$ cat src/rtl/smc_pkg.sv
/*
 Package for the sleep-mode controller: mode codes, state encoding,
 timing counts and the packed carriers for clock gates and wake sources.
 Assumes a single 50 MHz system clock and synchronous inputs.
*/
package smc_pkg;
    // Mode codes of the three-bit mode select
    localparam logic [2:0] SMC_MODE_IDLE    = 3'h0;
    localparam logic [2:0] SMC_MODE_NOISE   = 3'h1;
    localparam logic [2:0] SMC_MODE_PDOWN   = 3'h2;
    localparam logic [2:0] SMC_MODE_PSAVE   = 3'h3;
    localparam logic [2:0] SMC_MODE_STANDBY = 3'h6;

    // Register layout: bit 0 enable, bits 3:1 mode
    localparam logic [3:0] SMC_REG_ADDR   = 4'h0;
    localparam logic [3:0] SMC_STAT_ADDR  = 4'h1;
    localparam int         SMC_EN_BIT     = 0;
    localparam int         SMC_MODE_LSB   = 1;
    localparam logic [3:0] SMC_REG_RESET  = 4'h0;

    // Timing: clock period and fixed counts
    localparam int         SMC_CLK_NS     = 20;
    localparam logic [4:0] SMC_HALT_CYC   = 5'h04;   // Core halt after wake
    localparam logic [4:0] SMC_STBY_CYC   = 5'h06;   // Standby wake time
    localparam logic [4:0] SMC_ONE        = 5'h01;

    // Controller states, one-hot
    typedef enum logic [4:0] {
        SMC_RUN   = 5'b00001,
        SMC_SLEEP = 5'b00010,
        SMC_START = 5'b00100,
        SMC_HALT  = 5'b01000,
        SMC_RESV  = 5'b10000
    } smc_state_t;

    // Clock domain and oscillator enables
    typedef struct packed {
        logic core;
        logic progmem;
        logic io;
        logic conv;
        logic async;
        logic main_osc;
        logic timer_osc;
    } smc_clk_en_t;

    // Wake sources as seen by the controller
    typedef struct packed {
        logic any_irq;       // Any enabled interrupt (Idle)
        logic conv_done;
        logic rst_any;       // External, watchdog or brown-out reset
        logic disp_irq;
        logic start_cond;
        logic t2_irq;        // Timer-two overflow or compare, masked
        logic mem_ready;
        logic ext0;          // External interrupt zero asserted
        logic pin_change;
    } smc_wake_t;
endpackage

$ cat src/rtl/smc_ctrl.sv
/*
 Sleep-mode controller: takes the sleep instruction from the core, gates the
 clock domains by mode, detects mode-specific wake sources and sequences
 start-up delay and, for interrupt wakes, core halt before release.
 Assumes the core raises sleep_exec for one cycle, inputs are synchronous,
 and the start-up count for deep modes is supplied by the clock-source logic.
*/
// The address map and the plain strobed port were left to the implementer.
`timescale 1ns/10ps
// Notes on behaviour
// - Sleep only if enable bit set at instruction
// - Interrupt wake: start-up plus four halt cycles
// - Registers and memory untouched across sleep
// - Reset while asleep restarts from reset vector
// - Code 000 Idle: stop core, program clocks
// - Idle wakes on any enabled interrupt
// - Idle or noise mode starts a conversion
// - Code 001 noise mode: stop io, core
// - Noise mode wakes on listed sources only
// - Code 010 power-down: all generated clocks stop
// - Power-down wakes on reset, start, level, pin
// - Outside Idle, ext zero wakes only level-sensed
// - Power-down wake waits clock-source start-up time
// - Code 011 power-save keeps timer two, display
// - Power-save also wakes on timer two, display
// - Power-save stops timer osc unless async user
// - Power-save stops main clock unless sync user
// - Timer osc runs only for async users
// - Code 110 standby: oscillator on, six-cycle wake
// - Codes 100, 101, 111 are reserved
module smc_ctrl (
    input  wire logic             ref_clk,
    input  wire logic             sys_rst,
    // Register port
    input  wire logic [3:0]       reg_addr,
    input  wire logic [7:0]       reg_wdata,
    input  wire logic             reg_wr,
    input  wire logic             reg_rd,
    output logic      [7:0]       reg_rdata,
    // Core side
    input  wire logic             sleep_exec,
    input  wire logic             xtal_selected,
    input  wire logic [15:0]      startup_cycles,
    input  wire smc_pkg::smc_wake_t wake_in,
    input  wire logic             ext0_level_mode,
    input  wire logic             t2_async,
    input  wire logic             disp_async,
    input  wire logic             t2_enabled,
    input  wire logic             disp_enabled,
    input  wire logic             conv_enabled,
    output smc_pkg::smc_clk_en_t  clk_en,
    output logic                  conv_start,
    output logic                  core_hold,
    output logic                  irq_resume,
    output logic                  reset_restart,
    output logic                  sleep_reject
);
    import smc_pkg::*;

    smc_state_t  state_q;             // Controller state
    smc_state_t  state_d;
    logic [2:0]  mode_sel_q;          // Software mode select
    logic        sleep_enable_q;      // Software enable bit
    logic [2:0]  act_mode_q;          // Mode latched at entry
    logic [15:0] cnt_q;               // Start-up / halt counter
    logic [15:0] cnt_d;
    logic        rst_wake_q;          // Wake came from a reset
    logic [7:0]  rdata_q;             // Read data, one cycle late
    logic        conv_start_q;
    logic        resume_q;
    logic        rst_restart_q;
    logic        reject_q;

    // Decoded register accesses
    wire         wr_ctl    = reg_wr && (reg_addr == SMC_REG_ADDR);
    wire         rd_ctl    = reg_rd && (reg_addr == SMC_REG_ADDR);
    wire         rd_stat   = reg_rd && (reg_addr == SMC_STAT_ADDR);

    // Mode decode of the latched mode
    wire         m_idle    = (act_mode_q == SMC_MODE_IDLE);
    wire         m_noise   = (act_mode_q == SMC_MODE_NOISE);
    wire         m_pdown   = (act_mode_q == SMC_MODE_PDOWN);
    wire         m_psave   = (act_mode_q == SMC_MODE_PSAVE);
    wire         m_stby    = (act_mode_q == SMC_MODE_STANDBY);

    // Entry check on the live select; standby needs a crystal
    wire         sel_valid = (mode_sel_q <= SMC_MODE_PSAVE) ||
                             ((mode_sel_q == SMC_MODE_STANDBY) && xtal_selected);
    wire         go_sleep  = sleep_exec && sleep_enable_q && sel_valid;
    wire         no_op     = sleep_exec && !sleep_enable_q;

    // External interrupt zero: outside Idle only when level sensed
    wire         ext0_ok   = wake_in.ext0 && ext0_level_mode;
    wire         deep_wake = wake_in.rst_any || wake_in.start_cond ||
                             ext0_ok || wake_in.pin_change;
    wire         noise_wk  = deep_wake || wake_in.conv_done || wake_in.disp_irq ||
                             wake_in.t2_irq || wake_in.mem_ready;
    wire         save_wk   = deep_wake || wake_in.t2_irq || wake_in.disp_irq;
    wire         wake_hit  = (m_idle  && (wake_in.any_irq || wake_in.rst_any)) ||
                             (m_noise && noise_wk) ||
                             ((m_pdown || m_stby) && deep_wake) ||
                             (m_psave && save_wk);

    // Start-up length: standby fixed six, power-down and power-save clock-source time, else one
    wire  [15:0] startup_len = m_stby ? {11'h000, SMC_STBY_CYC} :
                               ((m_pdown || m_psave) ? startup_cycles : 16'h0001);
    wire         cnt_done  = (cnt_q <= 16'h0001);

    // Asleep in a given mode
    wire         asleep    = (state_q == SMC_SLEEP) || (state_q == SMC_START);
    wire         async_use = t2_async || disp_async;
    wire         sync_use  = (t2_enabled && !t2_async) || (disp_enabled && !disp_async);

    // Clock gating: core and program memory only in run
    // Registers and memory keep their contents; only clocks stop.
    always_comb begin
        clk_en           = '0;
        clk_en.core      = !asleep && (state_q != SMC_HALT);
        clk_en.progmem   = clk_en.core;
        clk_en.timer_osc = async_use;
        if (!asleep) begin
            // Running or halted: io, converter, async and main osc on; timer osc by async use
            clk_en.io       = 1'b1;
            clk_en.conv     = 1'b1;
            clk_en.async    = 1'b1;
            clk_en.main_osc = 1'b1;
        end else if (m_idle) begin
            clk_en.io       = 1'b1;
            clk_en.conv     = 1'b1;
            clk_en.async    = 1'b1;
            clk_en.main_osc = 1'b1;
        end else if (m_noise) begin
            clk_en.conv     = 1'b1;
            clk_en.async    = 1'b1;
            clk_en.main_osc = 1'b1;
        end else if (m_psave) begin
            // Main clock only fed to timer two and display
            clk_en.async    = async_use;
            clk_en.main_osc = sync_use;
        end else if (m_stby) begin
            clk_en.main_osc = 1'b1;
            clk_en.timer_osc = 1'b0;
        end else begin
            // Power-down: only asynchronous logic survives
            clk_en.timer_osc = 1'b0;
        end
        // Restart phase needs the oscillator back
        if (state_q == SMC_START) begin
            clk_en.main_osc = 1'b1;
        end
    end

    // Next-state logic
    always_comb begin
        state_d = state_q;
        cnt_d   = cnt_q;
        case (state_q)
            SMC_RUN: begin
                if (go_sleep) begin
                    state_d = SMC_SLEEP;
                end
            end
            SMC_SLEEP: begin
                if (wake_hit) begin
                    state_d = SMC_START;
                    cnt_d   = startup_len;
                end
            end
            SMC_START: begin
                // Reset wakes skip the halt, go straight to run
                if (cnt_done) begin
                    state_d = rst_wake_q ? SMC_RUN : SMC_HALT;
                    cnt_d   = {11'h000, SMC_HALT_CYC};
                end else begin
                    cnt_d = cnt_q - 16'h0001;
                end
            end
            SMC_HALT: begin
                if (cnt_done) begin
                    state_d = SMC_RUN;
                end else begin
                    cnt_d = cnt_q - 16'h0001;
                end
            end
            default: begin
                state_d = SMC_RUN;
            end
        endcase
    end

    // State and counter
    always_ff @(posedge ref_clk) begin
        if (sys_rst) begin
            state_q <= SMC_RUN;
            cnt_q   <= 16'h0000;
        end else begin
            state_q <= state_d;
            cnt_q   <= cnt_d;
        end
    end

    // Mode latched at entry; wake cause latched at wake
    always_ff @(posedge ref_clk) begin
        if (sys_rst) begin
            act_mode_q <= SMC_MODE_IDLE;
            rst_wake_q <= 1'b0;
        end else begin
            if (go_sleep && state_q == SMC_RUN) begin
                act_mode_q <= mode_sel_q;
            end
            if (state_q == SMC_SLEEP && wake_hit) begin
                rst_wake_q <= wake_in.rst_any;
            end
        end
    end

    // Control register; enable and mode written by software
    always_ff @(posedge ref_clk) begin
        if (sys_rst) begin
            sleep_enable_q <= SMC_REG_RESET[SMC_EN_BIT];
            mode_sel_q     <= SMC_REG_RESET[3:1];
        end else if (wr_ctl) begin
            sleep_enable_q <= reg_wdata[SMC_EN_BIT];
            mode_sel_q     <= reg_wdata[SMC_MODE_LSB +: 3];
        end
    end

    // Read data: control word or controller state
    always_ff @(posedge ref_clk) begin
        if (sys_rst) begin
            rdata_q <= 8'h00;
        end else if (rd_ctl) begin
            rdata_q <= {4'h0, mode_sel_q, sleep_enable_q};
        end else if (rd_stat) begin
            rdata_q <= {3'h0, state_q};
        end else begin
            rdata_q <= 8'h00;                                          // Unmapped reads zero
        end
    end

    // One-cycle event outputs
    always_ff @(posedge ref_clk) begin
        if (sys_rst) begin
            conv_start_q  <= 1'b0;
            resume_q      <= 1'b0;
            rst_restart_q <= 1'b0;
            reject_q      <= 1'b0;
        end else begin
            // Conversion kicks off as the quiet mode is entered
            conv_start_q  <= go_sleep && conv_enabled && (state_q == SMC_RUN) &&
                             (mode_sel_q == SMC_MODE_IDLE || mode_sel_q == SMC_MODE_NOISE);
            resume_q      <= (state_q == SMC_HALT) && cnt_done;
            rst_restart_q <= (state_q == SMC_START) && cnt_done && rst_wake_q;
            reject_q      <= (no_op || (sleep_exec && !sel_valid)) && (state_q == SMC_RUN);
        end
    end

    assign reg_rdata     = rdata_q;
    assign conv_start    = conv_start_q;
    assign core_hold     = (state_q != SMC_RUN);
    assign irq_resume    = resume_q;
    assign reset_restart = rst_restart_q;
    assign sleep_reject  = reject_q;

    // Halt length counter for checking
    logic [3:0] halt_len_q;
    always_ff @(posedge ref_clk) begin
        if (sys_rst || state_q != SMC_HALT) begin
            halt_len_q <= 4'h0;
        end else begin
            halt_len_q <= halt_len_q + 4'h1;
        end
    end

    // Rule checks, one per guarded rule

    // Entry needs the enable bit
    a_enable_gate: assert property (@(posedge ref_clk) disable iff (sys_rst)
        (state_q == SMC_RUN && sleep_exec && !sleep_enable_q) |=> state_q == SMC_RUN)
        else $error("sleep entered with enable clear");

    // Refused sleep keeps clocks
    a_noop_clocks: assert property (@(posedge ref_clk) disable iff (sys_rst)
        (state_q == SMC_RUN && no_op) |=> clk_en.core && sleep_reject)
        else $error("no-op sleep stopped clocks");

    // Four-cycle core halt
    a_halt_four: assert property (@(posedge ref_clk) disable iff (sys_rst)
        $fell(state_q == SMC_HALT) |-> halt_len_q == 4'h4)
        else $error("core halt not four cycles");

    // Reset wake skips the halt
    a_reset_vector: assert property (@(posedge ref_clk) disable iff (sys_rst)
        reset_restart |-> !irq_resume && state_q == SMC_RUN)
        else $error("reset wake not sent to reset vector");

    // Idle clock set
    a_idle_clocks: assert property (@(posedge ref_clk) disable iff (sys_rst)
        (state_q == SMC_SLEEP && m_idle) |-> !clk_en.core && clk_en.io && clk_en.conv)
        else $error("idle clock set wrong");

    // Noise mode clock set
    a_noise_clocks: assert property (@(posedge ref_clk) disable iff (sys_rst)
        (state_q == SMC_SLEEP && m_noise) |-> !clk_en.io && clk_en.conv && clk_en.main_osc)
        else $error("noise mode clock set wrong");

    // Power-down stops everything
    a_pdown_clocks: assert property (@(posedge ref_clk) disable iff (sys_rst)
        (state_q == SMC_SLEEP && m_pdown) |-> clk_en == '0)
        else $error("power-down left a clock running");

    // Edge-sensed ext zero stays asleep
    a_edge_ext0: assert property (@(posedge ref_clk) disable iff (sys_rst)
        (state_q == SMC_SLEEP && m_pdown && wake_in.ext0 && !ext0_level_mode &&
         !wake_in.rst_any && !wake_in.start_cond && !wake_in.pin_change)
        |=> state_q == SMC_SLEEP)
        else $error("edge ext zero woke deep mode");

    // Standby wakes in six
    a_standby_six: assert property (@(posedge ref_clk) disable iff (sys_rst)
        (state_q == SMC_SLEEP && m_stby && wake_hit) |=> state_q == SMC_START [*6] ##1 state_q != SMC_START)
        else $error("standby wake not six cycles");

    // Reserved codes never sleep
    a_reserved_code: assert property (@(posedge ref_clk) disable iff (sys_rst)
        (state_q == SMC_RUN && sleep_exec && mode_sel_q[2] && mode_sel_q != SMC_MODE_STANDBY)
        |=> state_q == SMC_RUN)
        else $error("reserved mode entered sleep");

    // Conversion on idle entry
    a_conv_kick: assert property (@(posedge ref_clk) disable iff (sys_rst)
        (state_q == SMC_RUN && go_sleep && conv_enabled && mode_sel_q == SMC_MODE_IDLE) |=> conv_start)
        else $error("conversion not started on idle entry");

    // Timer osc follows async users
    a_psave_osc: assert property (@(posedge ref_clk) disable iff (sys_rst)
        (state_q == SMC_SLEEP && m_psave && !async_use) |-> !clk_en.timer_osc)
        else $error("timer osc ran without async user");

    // Idle wakes on any interrupt
    a_idle_wake: assert property (@(posedge ref_clk) disable iff (sys_rst)
        (state_q == SMC_SLEEP && m_idle && wake_in.any_irq) |=> state_q == SMC_START)
        else $error("idle missed an interrupt");

    // A plain interrupt cannot end noise mode
    a_noise_only: assert property (@(posedge ref_clk) disable iff (sys_rst)
        (state_q == SMC_SLEEP && m_noise && wake_in == 9'h100) |=> state_q == SMC_SLEEP)
        else $error("noise mode woke on a plain interrupt");

    // Deep sources end power-down
    a_pdown_wake: assert property (@(posedge ref_clk) disable iff (sys_rst)
        (state_q == SMC_SLEEP && m_pdown && (wake_in.rst_any || wake_in.start_cond || wake_in.pin_change))
        |=> state_q == SMC_START)
        else $error("power-down missed a wake source");

    // Timer or display ends power-save
    a_psave_wake: assert property (@(posedge ref_clk) disable iff (sys_rst)
        (state_q == SMC_SLEEP && m_psave && (wake_in.t2_irq || wake_in.disp_irq)) |=> state_q == SMC_START)
        else $error("power-save missed timer or display");

    // Start-up of three from the clock source
    a_start_len: assert property (@(posedge ref_clk) disable iff (sys_rst)
        (state_q == SMC_SLEEP && m_pdown && wake_hit && startup_cycles == 16'h0003)
        |=> state_q == SMC_START [*3] ##1 state_q != SMC_START)
        else $error("power-down start-up length wrong");

    // Timer osc off with no async user
    a_timer_osc: assert property (@(posedge ref_clk) disable iff (sys_rst)
        (state_q == SMC_SLEEP && !t2_async && !disp_async) |-> !clk_en.timer_osc)
        else $error("timer osc ran with no async user");

    // Sleep leaves the control word alone
    a_ctrl_kept: assert property (@(posedge ref_clk) disable iff (sys_rst)
        (state_q != SMC_RUN && !wr_ctl) |=> $stable(mode_sel_q) && $stable(sleep_enable_q))
        else $error("control word changed in sleep");

    // Main scenarios seen
    c_idle_wake:  cover property (@(posedge ref_clk) state_q == SMC_SLEEP && m_idle ##1 state_q == SMC_START);
    c_pdown_wake: cover property (@(posedge ref_clk) state_q == SMC_SLEEP && m_pdown ##1 state_q == SMC_START);
    c_rst_wake:   cover property (@(posedge ref_clk) reset_restart);
    c_resume:     cover property (@(posedge ref_clk) irq_resume);
endmodule

$ cat config.mk
export PLATFORM = sky130hd
export DESIGN_NAME = smc_ctrl
export DESIGN_NICKNAME = d
export VERILOG_FILES = /design/src/rtl/smc_pkg.sv /design/src/rtl/smc_ctrl.sv
export SDC_FILE = /design/constraint.sdc
export NUM_CORES = 1
export LEC_CHECK = 0
export BUFFER_PORTS_ARGS = -buffer_cell sky130_fd_sc_hd__clkbuf_2
export CORE_UTILIZATION = 39
export CTS_CLUSTER_DIAMETER = 200
export DETAILED_ROUTE_END_ITERATION = 6
export HOLD_SLACK_MARGIN = 0.08
export MAX_ROUTING_LAYER = met4
export PLACE_DENSITY = 0.69
export SYNTH_ARGS = -nofsm -noshare
export SYNTH_HDL_FRONTEND = slang
export SYNTH_SLANG_ARGS = --single-unit
$ cat constraint.sdc
create_clock -name ref_clk -period 2.3 [get_ports ref_clk]
set_input_delay 0.23 -clock ref_clk [delete_from_list [all_inputs] [get_ports ref_clk]]
set_output_delay 0.23 -clock ref_clk [all_outputs]
set_load 0.1 [all_outputs]
==> impl_metrics.json, run 1 <==
{
  "clock_latency_ns": 0.29,
  "critPathLaunchType": "flip-flop",
  "worstHoldPathType": "in2reg",
  "slew-limit-headroom_pct": 61.3,
  "reg2reg_from": "cnt_q[11]$_SDFFE_PP0P_",
  "power_uw": 1300,
  "finalWorstSetupSlack_ns": 0.144,
  "drv_cap": 0,
  "synth_area_sq_um": 2200,
  "place_ws_ns": 0.0594,
  "cpPeakStageDelay_ns": 0.56,
  "synth-seq-cells": 36,
  "clock.fmax_ghz": 0.464,
  "drtIter0Drc": 137,
  "synth-seq-area-share_pct": 32.7,
  "core_sq_um": 5470,
  "viasPerCell": 5.50,
  "finalCritPeriodShare_pct": 93.8,
  "io-pin-count": 69,
  "reg2reg_to": "cnt_q[13]$_SDFFE_PP0P_",
  "rr_worst_depth": 6,
  "cp-end-kind": "flip-flop",
  "finalNonFillerCells": 409,
  "grt_pass1_vias": 2002,
  "hold_viol_final": 0,
  "avgSynthCellArea_sq_um": 8.01,
  "fin_nets": 387,
  "pwr_density_cell_nw_per_um2": 480,
  "p_leak_uw": 0.00120,
  "synth_edf_count": 0,
  "ant_nets": 0,
  "crit_path_top_delay_cell": "or4_4",
  "finalClockSkew_ns": 0.00606,
  "ys_async_sr_fraction_pct": 0,
  "synthFlopType": "dfxtp_1",
  "die_w_um": 77.2,
  "cts_buffer_depth": 2,
  "status": "complete, no violations",
  "fillers": 562,
  "synth_top_area_share_pct": 32.7,
  "numCtsBuffers": 5,
  "reg2reg_slack_ns": 0.14,
  "worst_ep_required_time_ns": 2.45,
  "drive_gt1_share_pct": 30.3,
  "fin_setup_tns_ns": 0,
  "final_cell_mix": "clkbuf_2 (59), nor2_1 (40), dfxtp_1 (36), a21oi_1 (18), nor3_1 (17)",
  "path_class": "reg2reg",
  "dp_hpwl_um": 4140,
  "hold_start": "conv_enabled",
  "ir_drop_mv": 0.183,
  "setup_viol": 0,
  "synthSimpleGateAreaFrac_pct": 27.6,
  "cts.clk_slew.worst_paths_ns": 0.07,
  "antenna_found_initial": 0,
  "path_cells": "or4_4 -> or3_4 -> o31ai_1 -> a21oi_2 -> a21oi_1 -> o32ai_1",
  "crit_fanout": 5,
  "whs_path_depth": 3,
  "grt.total_usage_pct": 19.6,
  "dieArea_sq_um": 5950,
  "clock_sinks": 36,
  "synthMuxAreaShare_pct": 5.45,
  "grt_pass1_wl_um": 9270,
  "synth-compound-area-share_pct": 23.1,
  "port_buffers": 60,
  "finalCriticalPeriod_ns": 2.16,
  "worstHoldEndpoint": "conv_start$_SDFF_PP0_",
  "insertedDiodeCount": 0,
  "placedCellCount": 401,
  "first_pass_iters": 4,
  "num_vias": 2249,
  "cts_root_buf": "clkbuf_8",
  "rows": 27,
  "hold_buffers": 0,
  "synth_top_family_by_area": "simple AND/OR/NAND/NOR gates",
  "arrival_ns": 2.31,
  "yosys.area_share.xor_xnor_pct": 1.99,
  "synthAdderAreaFrac_pct": 1.14,
  "drcViolationCount": 0,
  "max_slew.worst_pin.slew_ns": 0.573,
  "wl_per_cell_um": 13.4,
  "yosysTopAreaCell": "dfxtp_1",
  "final_common_cell": "clkbuf_2",
  "slew_viol_final": 0,
  "synth_warnings": 0,
  "floorplan.initialDensity_pct": 40.3,
  "synthCells": 275,
  "ys_types": 55,
  "die_h_um": 77.2,
  "routed_wl_um": 5500,
  "rsz0062_at_grt": "no",
  "place.gp.congestion": 0.890,
  "grt_overflow_total": 0,
  "syn_to_final_growth_pct": 23.1,
  "htreeDepth": 2,
  "tritoncts": "yes",
  "grt_max_degree": 28,
  "synth_area_leaders": "dfxtp_1 (33%), nor2_1 (7.0%), mux2i_1 (5.5%), a21oi_1 (4.5%), nor3_1 (3.9%)",
  "whs_ns": 0.161
}
[Yosys cell counts (2+ instances only)]
cell type,count
o22ai_1,2
xor2_1,5
a21oi_1,20
or3_4,2
nand2b_1,9
clkbuf_8,3
o21ai_0,12
nor3_1,17
dfxtp_1,36
o211ai_1,2
o32ai_1,6
a211oi_1,7
mux2i_1,12
inv_1,8
nor4_1,5
nor4b_1,2
nor2_1,41
or3_1,2
a22oi_1,3
clkbuf_1,9
o31ai_1,6
nand3_1,2
buf_2,3
buf_4,7
nand2_1,17
nand3b_1,3
ha_1,2
a221oi_1,3
and2_1,3
[flip-flops by register name, indices dropped and copies added, names as in the netlist]
signal and flops:
act_mode_q 3, cnt_q 16, conv_start 1, irq_resume 1
mode_sel_q 3, reg_rdata 4, reset_restart 1, rst_wake_q 1
sleep_enable_q 1, sleep_reject 1, state_q 4
[through the flow]
step | utilization [%] | instance area [sq um]
3_5_place_dp | 47.0 | 2570
2_1_floorplan | - | 2230
6_report | 49.6 | 2710
4_1_cts | 49.1 | 2690
5_1_grt | 49.6 | 2710
3_3_place_gp | 47.0 | 2570
[area by class of cell]
type                       instances  area (sq um)  share of cell area, %
inverter                           8          30.0                   1.11
clock buffer                       5          68.8                   2.54
sequential                        36           721                   26.6
clock inverter                     3          42.5                   1.57
timing repair buffer              73           400                   14.8
tap                               72          90.1                   3.32
multi-input combinational        212          1360                   50.1
[worst max-delay path by stage]
stage / from / end / slack, ns
after global routing: cnt_q[11]$_SDFFE_PP0P_ / cnt_q[4]$_SDFFE_PP0P_ / 0.009
final: cnt_q[11]$_SDFFE_PP0P_ / cnt_q[13]$_SDFFE_PP0P_ / 0.14
after detailed placement: cnt_q[0]$_SDFFE_PP0P_ / cnt_q[10]$_SDFFE_PP0P_ / 0.06
after CTS: cnt_q[0]$_SDFFE_PP0P_ / cnt_q[10]$_SDFFE_PP0P_ / 0.04
after global placement: wake_in[1] / cnt_q[0]$_SDFFE_PP0P_ / 0.13
after floorplan: state_q[1]$_SDFFE_PP0P_ / clk_en[1] / -0.04
[cell families (layout without fill, tap and decap cells)]
family                     count (synthesis)  after routing
and+or+nand+nor                          115            115
AOI/OAI and AO/OA                         74             74
DFF                                       36             36
buffers and inverters                     30             89
muxes                                     12             12
xor gates and xnor gates                   5              5
adders and majority gates                  2              2
other                                      1              4
[report_power, final]
part | internal, uW | total [uW] | switching, uW
logic | 41.5 | 121 | 79.1
clock network | 321 | 554 | 234
registers | 625 | 626 | 1.47
[timing repair]
action,in CTS,in global routing
buffers inserted,0,0
endpoints found under the setup margin,1,13
gates resized for setup,1,6
[critical path, delay by kind of cell, from the launching register on]
family / cells / cell delay, ns
DFF: 1 / 0.34
AOI/OAI and AO/OA: 4 / 0.72
and+or+nand+nor: 2 / 0.95
[metal layers]
metal / part of all wire, % / GRT usage (%) / up-vias
li1: - / - / 1115
met1: 48 / 27.0 / 1049
met2: 46 / 30.0 / 81
met3: 5.6 / 2.38 / 4
met4: 0.84 / 5.66 / 0
met5: 0 / - / -
Note: power is estimated with default switching activity, not from simulation.
==> inputs of run 2 (changes only) <==
Settings changed: CAP_MARGIN set to 20, CORE_UTILIZATION 39 to 25, PLACE_DENSITY 0.69 to 0.5.
==> impl_metrics.json, run 2 (same netlist as run 1, synthesis figures left out) <==
{
  "rows": 33,
  "place_ws_ns": 0.0690,
  "insertedDiodeCount": 0,
  "crit_fanout": 5,
  "dp_hpwl_um": 4650,
  "final_cell_mix": "clkbuf_2 (58), nor2_1 (40), dfxtp_1 (35), a21oi_1 (19), nor3_1 (17)",
  "max_slew.worst_pin.slew_ns": 0.544,
  "ir_drop_mv": 0.195,
  "cp-end-kind": "flip-flop",
  "cts_buffer_depth": 2,
  "seqPwrFrac_pct": 47.8,
  "finalNonFillerCells": 444,
  "fin_nets": 389,
  "fillers": 922,
  "setup_viol": 0,
  "drv_cap": 0,
  "drtIter0Drc": 119,
  "clock_sinks": 36,
  "grt_overflow_total": 0,
  "wl_per_cell_um": 13.6,
  "p_int_uw": 988,
  "viasPerCell": 4.93,
  "worstHoldPathType": "in2reg",
  "fin_setup_tns_ns": 0,
  "dieArea_sq_um": 9190,
  "syn_to_final_growth_pct": 25.9,
  "ant_nets": 0,
  "die_w_um": 95.9,
  "wl_met3_um": 289,
  "cts_setup_buffers": 0,
  "drive_gt1_share_pct": 31.0,
  "whs_path_depth": 3,
  "status": "complete, no violations",
  "slew_viol_final": 0,
  "tritoncts": "yes",
  "worstHoldEndpoint": "conv_start$_SDFF_PP0_",
  "worst-path-buf-inv": 0,
  "clock_latency_ns": 0.29,
  "finalWorstSetupSlack_ns": 0.131,
  "wl_met1_um": 2940,
  "switching_share_pct": 24.6,
  "pwr_density_cell_nw_per_um2": 472,
  "clock.fmax_ghz": 0.461,
  "cpPeakStageDelay_ns": 0.58,
  "hold_start": "conv_enabled",
  "floorplan.initialDensity_pct": 26.3,
  "path_cells": "or4_4 -> or3_4 -> o31ai_1 -> a21oi_2 -> a21oi_1 -> o32ai_1",
  "place.gp.congestion": 0.860,
  "rr_worst_depth": 6,
  "wl_met2_um": 2710,
  "power_uw": 1310,
  "reg2reg_from": "cnt_q[11]$_SDFFE_PP0P_",
  "grt.total_usage_pct": 14.6,
  "reg2reg_slack_ns": 0.13,
  "reg2reg_to": "cnt_q[9]$_SDFFE_PP0P_",
  "die_h_um": 95.9,
  "core_sq_um": 8380,
  "pwr-share-clk_pct": 43.0,
  "routed_wl_um": 6050,
  "first_pass_iters": 4,
  "finalCoreUtilization_pct": 33.1,
  "largest_reg_flops": 16,
  "worst_ep_required_time_ns": 2.48,
  "finalCritPeriodShare_pct": 94.3,
  "crit_path_top_delay_cell": "or4_4",
  "rsz0062_at_grt": "no",
  "placedCellCount": 436,
  "numCtsBuffers": 5,
  "p_leak_uw": 0.00121,
  "io-pin-count": 69,
  "drcViolationCount": 0,
  "switching_power_uw": 322,
  "path_class": "reg2reg",
  "htreeDepth": 2,
  "slew-limit-headroom_pct": 63.7,
  "final_common_cell": "clkbuf_2",
  "largest_register": "cnt_q",
  "grt_pass1_wl_um": 10000,
  "num_vias": 2187,
  "p_comb_share_pct": 9.2,
  "cts_root_buf": "clkbuf_8",
  "critPathLaunchType": "flip-flop",
  "routed.top_layer": "met4",
  "grt_max_degree": 22,
  "grt_pass1_vias": 2046,
  "cts.clk_slew.worst_paths_ns": 0.08,
  "crit_family": "simple AND/OR/NAND/NOR gates",
  "finalClockSkew_ns": 0.00849,
  "antenna_found_initial": 0,
  "hold_viol_final": 0,
  "finalCriticalPeriod_ns": 2.17,
  "port_buffers": 60,
  "arrival_ns": 2.35
}
run 2: power by group through the flow:
stage                     sequential, uW  clock [uW]  combinational (uW)
after detailed placement             641           0                 121
final                                627         563                 121
after global placement               641           0                 121
after global routing                 627         603                 130
after floorplan                      650           0                73.2
after CTS                            626         581                 122
run 2: per-stage QoR:
stage / area, sq um / hold WS, ns
finish: 2770 / 0.153
global route: 2770 / 0.159
CTS: 2750 / 0.145
detailed placement: 2630 / 0.457
global placement: 2630 / 0.456
floorplan: 2230 / 0.348
run 2: worst max-delay path by stage:
stage                                        from                      to  slack [ns]  cells past startpoint
after floorplan           state_q[1]$_SDFFE_PP0P_               clk_en[1]       -0.04                      3
after global placement      cnt_q[0]$_SDFFE_PP0P_  cnt_q[10]$_SDFFE_PP0P_        0.14                      7
after detailed placement    cnt_q[0]$_SDFFE_PP0P_  cnt_q[10]$_SDFFE_PP0P_        0.07                      7
after CTS                   cnt_q[0]$_SDFFE_PP0P_  cnt_q[10]$_SDFFE_PP0P_        0.05                      7
after global routing       cnt_q[11]$_SDFFE_PP0P_   cnt_q[9]$_SDFFE_PP0P_        0.04                      6
final                      cnt_q[11]$_SDFFE_PP0P_   cnt_q[9]$_SDFFE_PP0P_        0.13                      6
run 2: timing repair:
action / 4_1_cts / 5_1_grt
endpoints found under the setup margin: 1 / 12
gates resized for setup: 1 / 7
hold buffers: 0 / 0
cloned: 0 / 0
run 2: per-layer routing:
layer	GRT usage, %	up-vias
li1	-	1119
met1	20.0	997
met2	21.4	61
met3	2.45	10
met4	5.47	0
met5	-	-
run 2: cell type report:
type                       instances  area [sq um]  area share (%)
multi-input combinational        212          1360            49.1
sequential                        36           722            26.0
timing repair buffer              75           418            15.1
tap                              105           131            4.74
clock buffer                       5          68.8            2.48
clock inverter                     3          42.5            1.53
inverter                           8          30.0            1.08
run 2: tightest hold or removal path: cells and delay by family:
family | cells | cell delay [ns]
buffers and inverters | 1 | 0.08
and+or+nand+nor | 2 | 0.09
==> inputs of run 3 (changes only) <==
Clock period 2.3 ns to 2.55 ns, I/O delays scaled along.
==> impl_metrics.json, run 3 (same netlist as run 1, synthesis figures left out) <==
{
  "fillers": 925,
  "worstHoldPathType": "in2reg",
  "first_pass_iters": 4,
  "syn_to_final_growth_pct": 20.6,
  "die_w_um": 95.9,
  "io-pin-count": 69,
  "crit_fanout": 9,
  "reg2reg_slack_ns": 0.38,
  "die_h_um": 95.9,
  "drv_cap": 0,
  "fin_nets": 383,
  "viasPerCell": 4.95,
  "place.gp.congestion": 0.839,
  "max_slew.worst_pin.slew_ns": 0.559,
  "grt.total_usage_pct": 14.3,
  "hold_viol_final": 0,
  "grt_pass1_wl_um": 9860,
  "num_vias": 2165,
  "wl_per_cell_um": 13.4,
  "final_cell_mix": "clkbuf_2 (60), nor2_1 (40), dfxtp_1 (36), a21oi_1 (20)",
  "finalCritPeriodShare_pct": 92.5,
  "grt_overflow_total": 0,
  "largest_register": "cnt_q",
  "floorplan.initialDensity_pct": 26.3,
  "htreeDepth": 2,
  "cp-end-kind": "primary output",
  "cpPeakStageDelay_ns": 0.55,
  "ir_drop_mv": 0.182,
  "cts_root_buf": "clkbuf_8",
  "routed_wl_um": 5840,
  "core_sq_um": 8380,
  "status": "complete, no violations",
  "reg2reg_to": "cnt_q[12]$_SDFFE_PP0P_",
  "rsz0062_at_grt": "no",
  "grt_pass1_vias": 2003,
  "top_usage_layer": "met2",
  "p_leak_uw": 0.00116,
  "finalCoreUtilization_pct": 31.7,
  "port_buffers": 60,
  "antenna_found_initial": 0,
  "grt_max_degree": 29,
  "critPathLaunchType": "flip-flop",
  "hold_start": "sleep_exec",
  "finalCriticalPeriod_ns": 2.36,
  "final_common_cell": "clkbuf_2",
  "largest_reg_flops": 16,
  "slew_viol_final": 0,
  "setup_viol": 0,
  "rr_worst_depth": 6,
  "dp_hpwl_um": 4390,
  "finalClockSkew_ns": 0.00299,
  "worstHoldEndpoint": "sleep_reject$_SDFF_PP0_",
  "slew-limit-headroom_pct": 62.7,
  "path_class": "reg2out",
  "dieArea_sq_um": 9190,
  "numCtsBuffers": 5,
  "path_cells": "or4b_1 -> nand2_1 -> o21ai_0 -> o21a_1 -> clkbuf_2",
  "tritoncts": "yes",
  "clock_sinks": 36,
  "fin_setup_tns_ns": 0,
  "drtIter0Drc": 124,
  "pwr_density_cell_nw_per_um2": 398,
  "ant_nets": 0,
  "clock_latency_ns": 0.28,
  "cts_setup_buffers": 0,
  "insertedDiodeCount": 0,
  "crit_path_top_delay_cell": "or4b_1",
  "reg2reg_from": "cnt_q[11]$_SDFFE_PP0P_",
  "grt.met1_usage_pct": 19.4,
  "cts.clk_slew.worst_paths_ns": 0.07,
  "arrival_ns": 2.10,
  "whs_path_depth": 3,
  "drive_gt1_share_pct": 27.1,
  "ctsResizeCount": 0,
  "hold_buffers": 0,
  "drcViolationCount": 0,
  "use_met3_pct": 2.13,
  "clock.fmax_ghz": 0.424,
  "worst_ep_required_time_ns": 2.30,
  "cts_buffer_depth": 2,
  "rows": 33,
  "grtUsageMet2_pct": 21.5
}
-- run 3: changes by cell type in the layout (fill, tap and decap cells not counted), sizes merged --
cell | before | now
buf | 16 | 9
bufinv | 1 | 0
clkbuf | 64 | 66
clkinvlp | 1 | 0
-- run 3: critical path: cells and delay by family, from the launching register on --
| family | cells | cell delay, ns |
|---|---|---|
| simple gates | 2 | 0.72 |
| flops | 1 | 0.48 |
| buf+inv | 1 | 0.36 |
| compound gates | 2 | 0.26 |
-- run 3: worst max path at each step --
stage	from	endpoint	slack, ns	cells after the start
after floorplan	state_q[0]$_SDFFE_PP1P_	clk_en[6]	0.09	6
after global placement	cnt_q[11]$_SDFFE_PP0P_	cnt_q[12]$_SDFFE_PP0P_	0.40	6
after detailed placement	cnt_q[11]$_SDFFE_PP0P_	cnt_q[12]$_SDFFE_PP0P_	0.39	6
after CTS	state_q[1]$_SDFFE_PP0P_	clk_en[0]	0.18	5
after global routing	state_q[1]$_SDFFE_PP0P_	clk_en[0]	0.07	5
final	state_q[1]$_SDFFE_PP0P_	clk_en[0]	0.19	5
-- run 3: power breakdown --
group	internal, uW	switching (uW)	total, uW
Sequential	564	1.55	566
Combinational	37.7	71.4	109
Clock	186	196	382
-- run 3: metrics by stage --
stage / total power, uW / cells / hold slack, ns / instance area [sq um] / worst slack (ns)
after floorplan: 652 / 278 / 0.373 / 2220 / 0.0900
after global placement: 687 / 430 / 0.466 / 2580 / 0.397
after detailed placement: 688 / 430 / 0.469 / 2580 / 0.387
after CTS: 1070 / 437 / 0.187 / 2660 / 0.185
after global routing: 1100 / 437 / 0.183 / 2660 / 0.0736
final: 1060 / 437 / 0.190 / 2660 / 0.192
-- run 3: area by class of cell --
class	instances	area, sq um	share of cell area (%)
clock inverter	1	5.00	0.188
sequential	36	721	27.1
tap	105	131	4.95
timing repair buffer	69	368	13.8
clock buffer	6	72.6	2.73
multi-input combinational	212	1330	50.0
inverter	8	30.0	1.13
-- run 3: metal layers --
metal | vias to the layer above | share of wire [%]
li1 | 1109 | -
met1 | 992 | 49
met2 | 56 | 46
met3 | 8 | 4.2
met4 | 0 | 1.5
met5 | - | 0
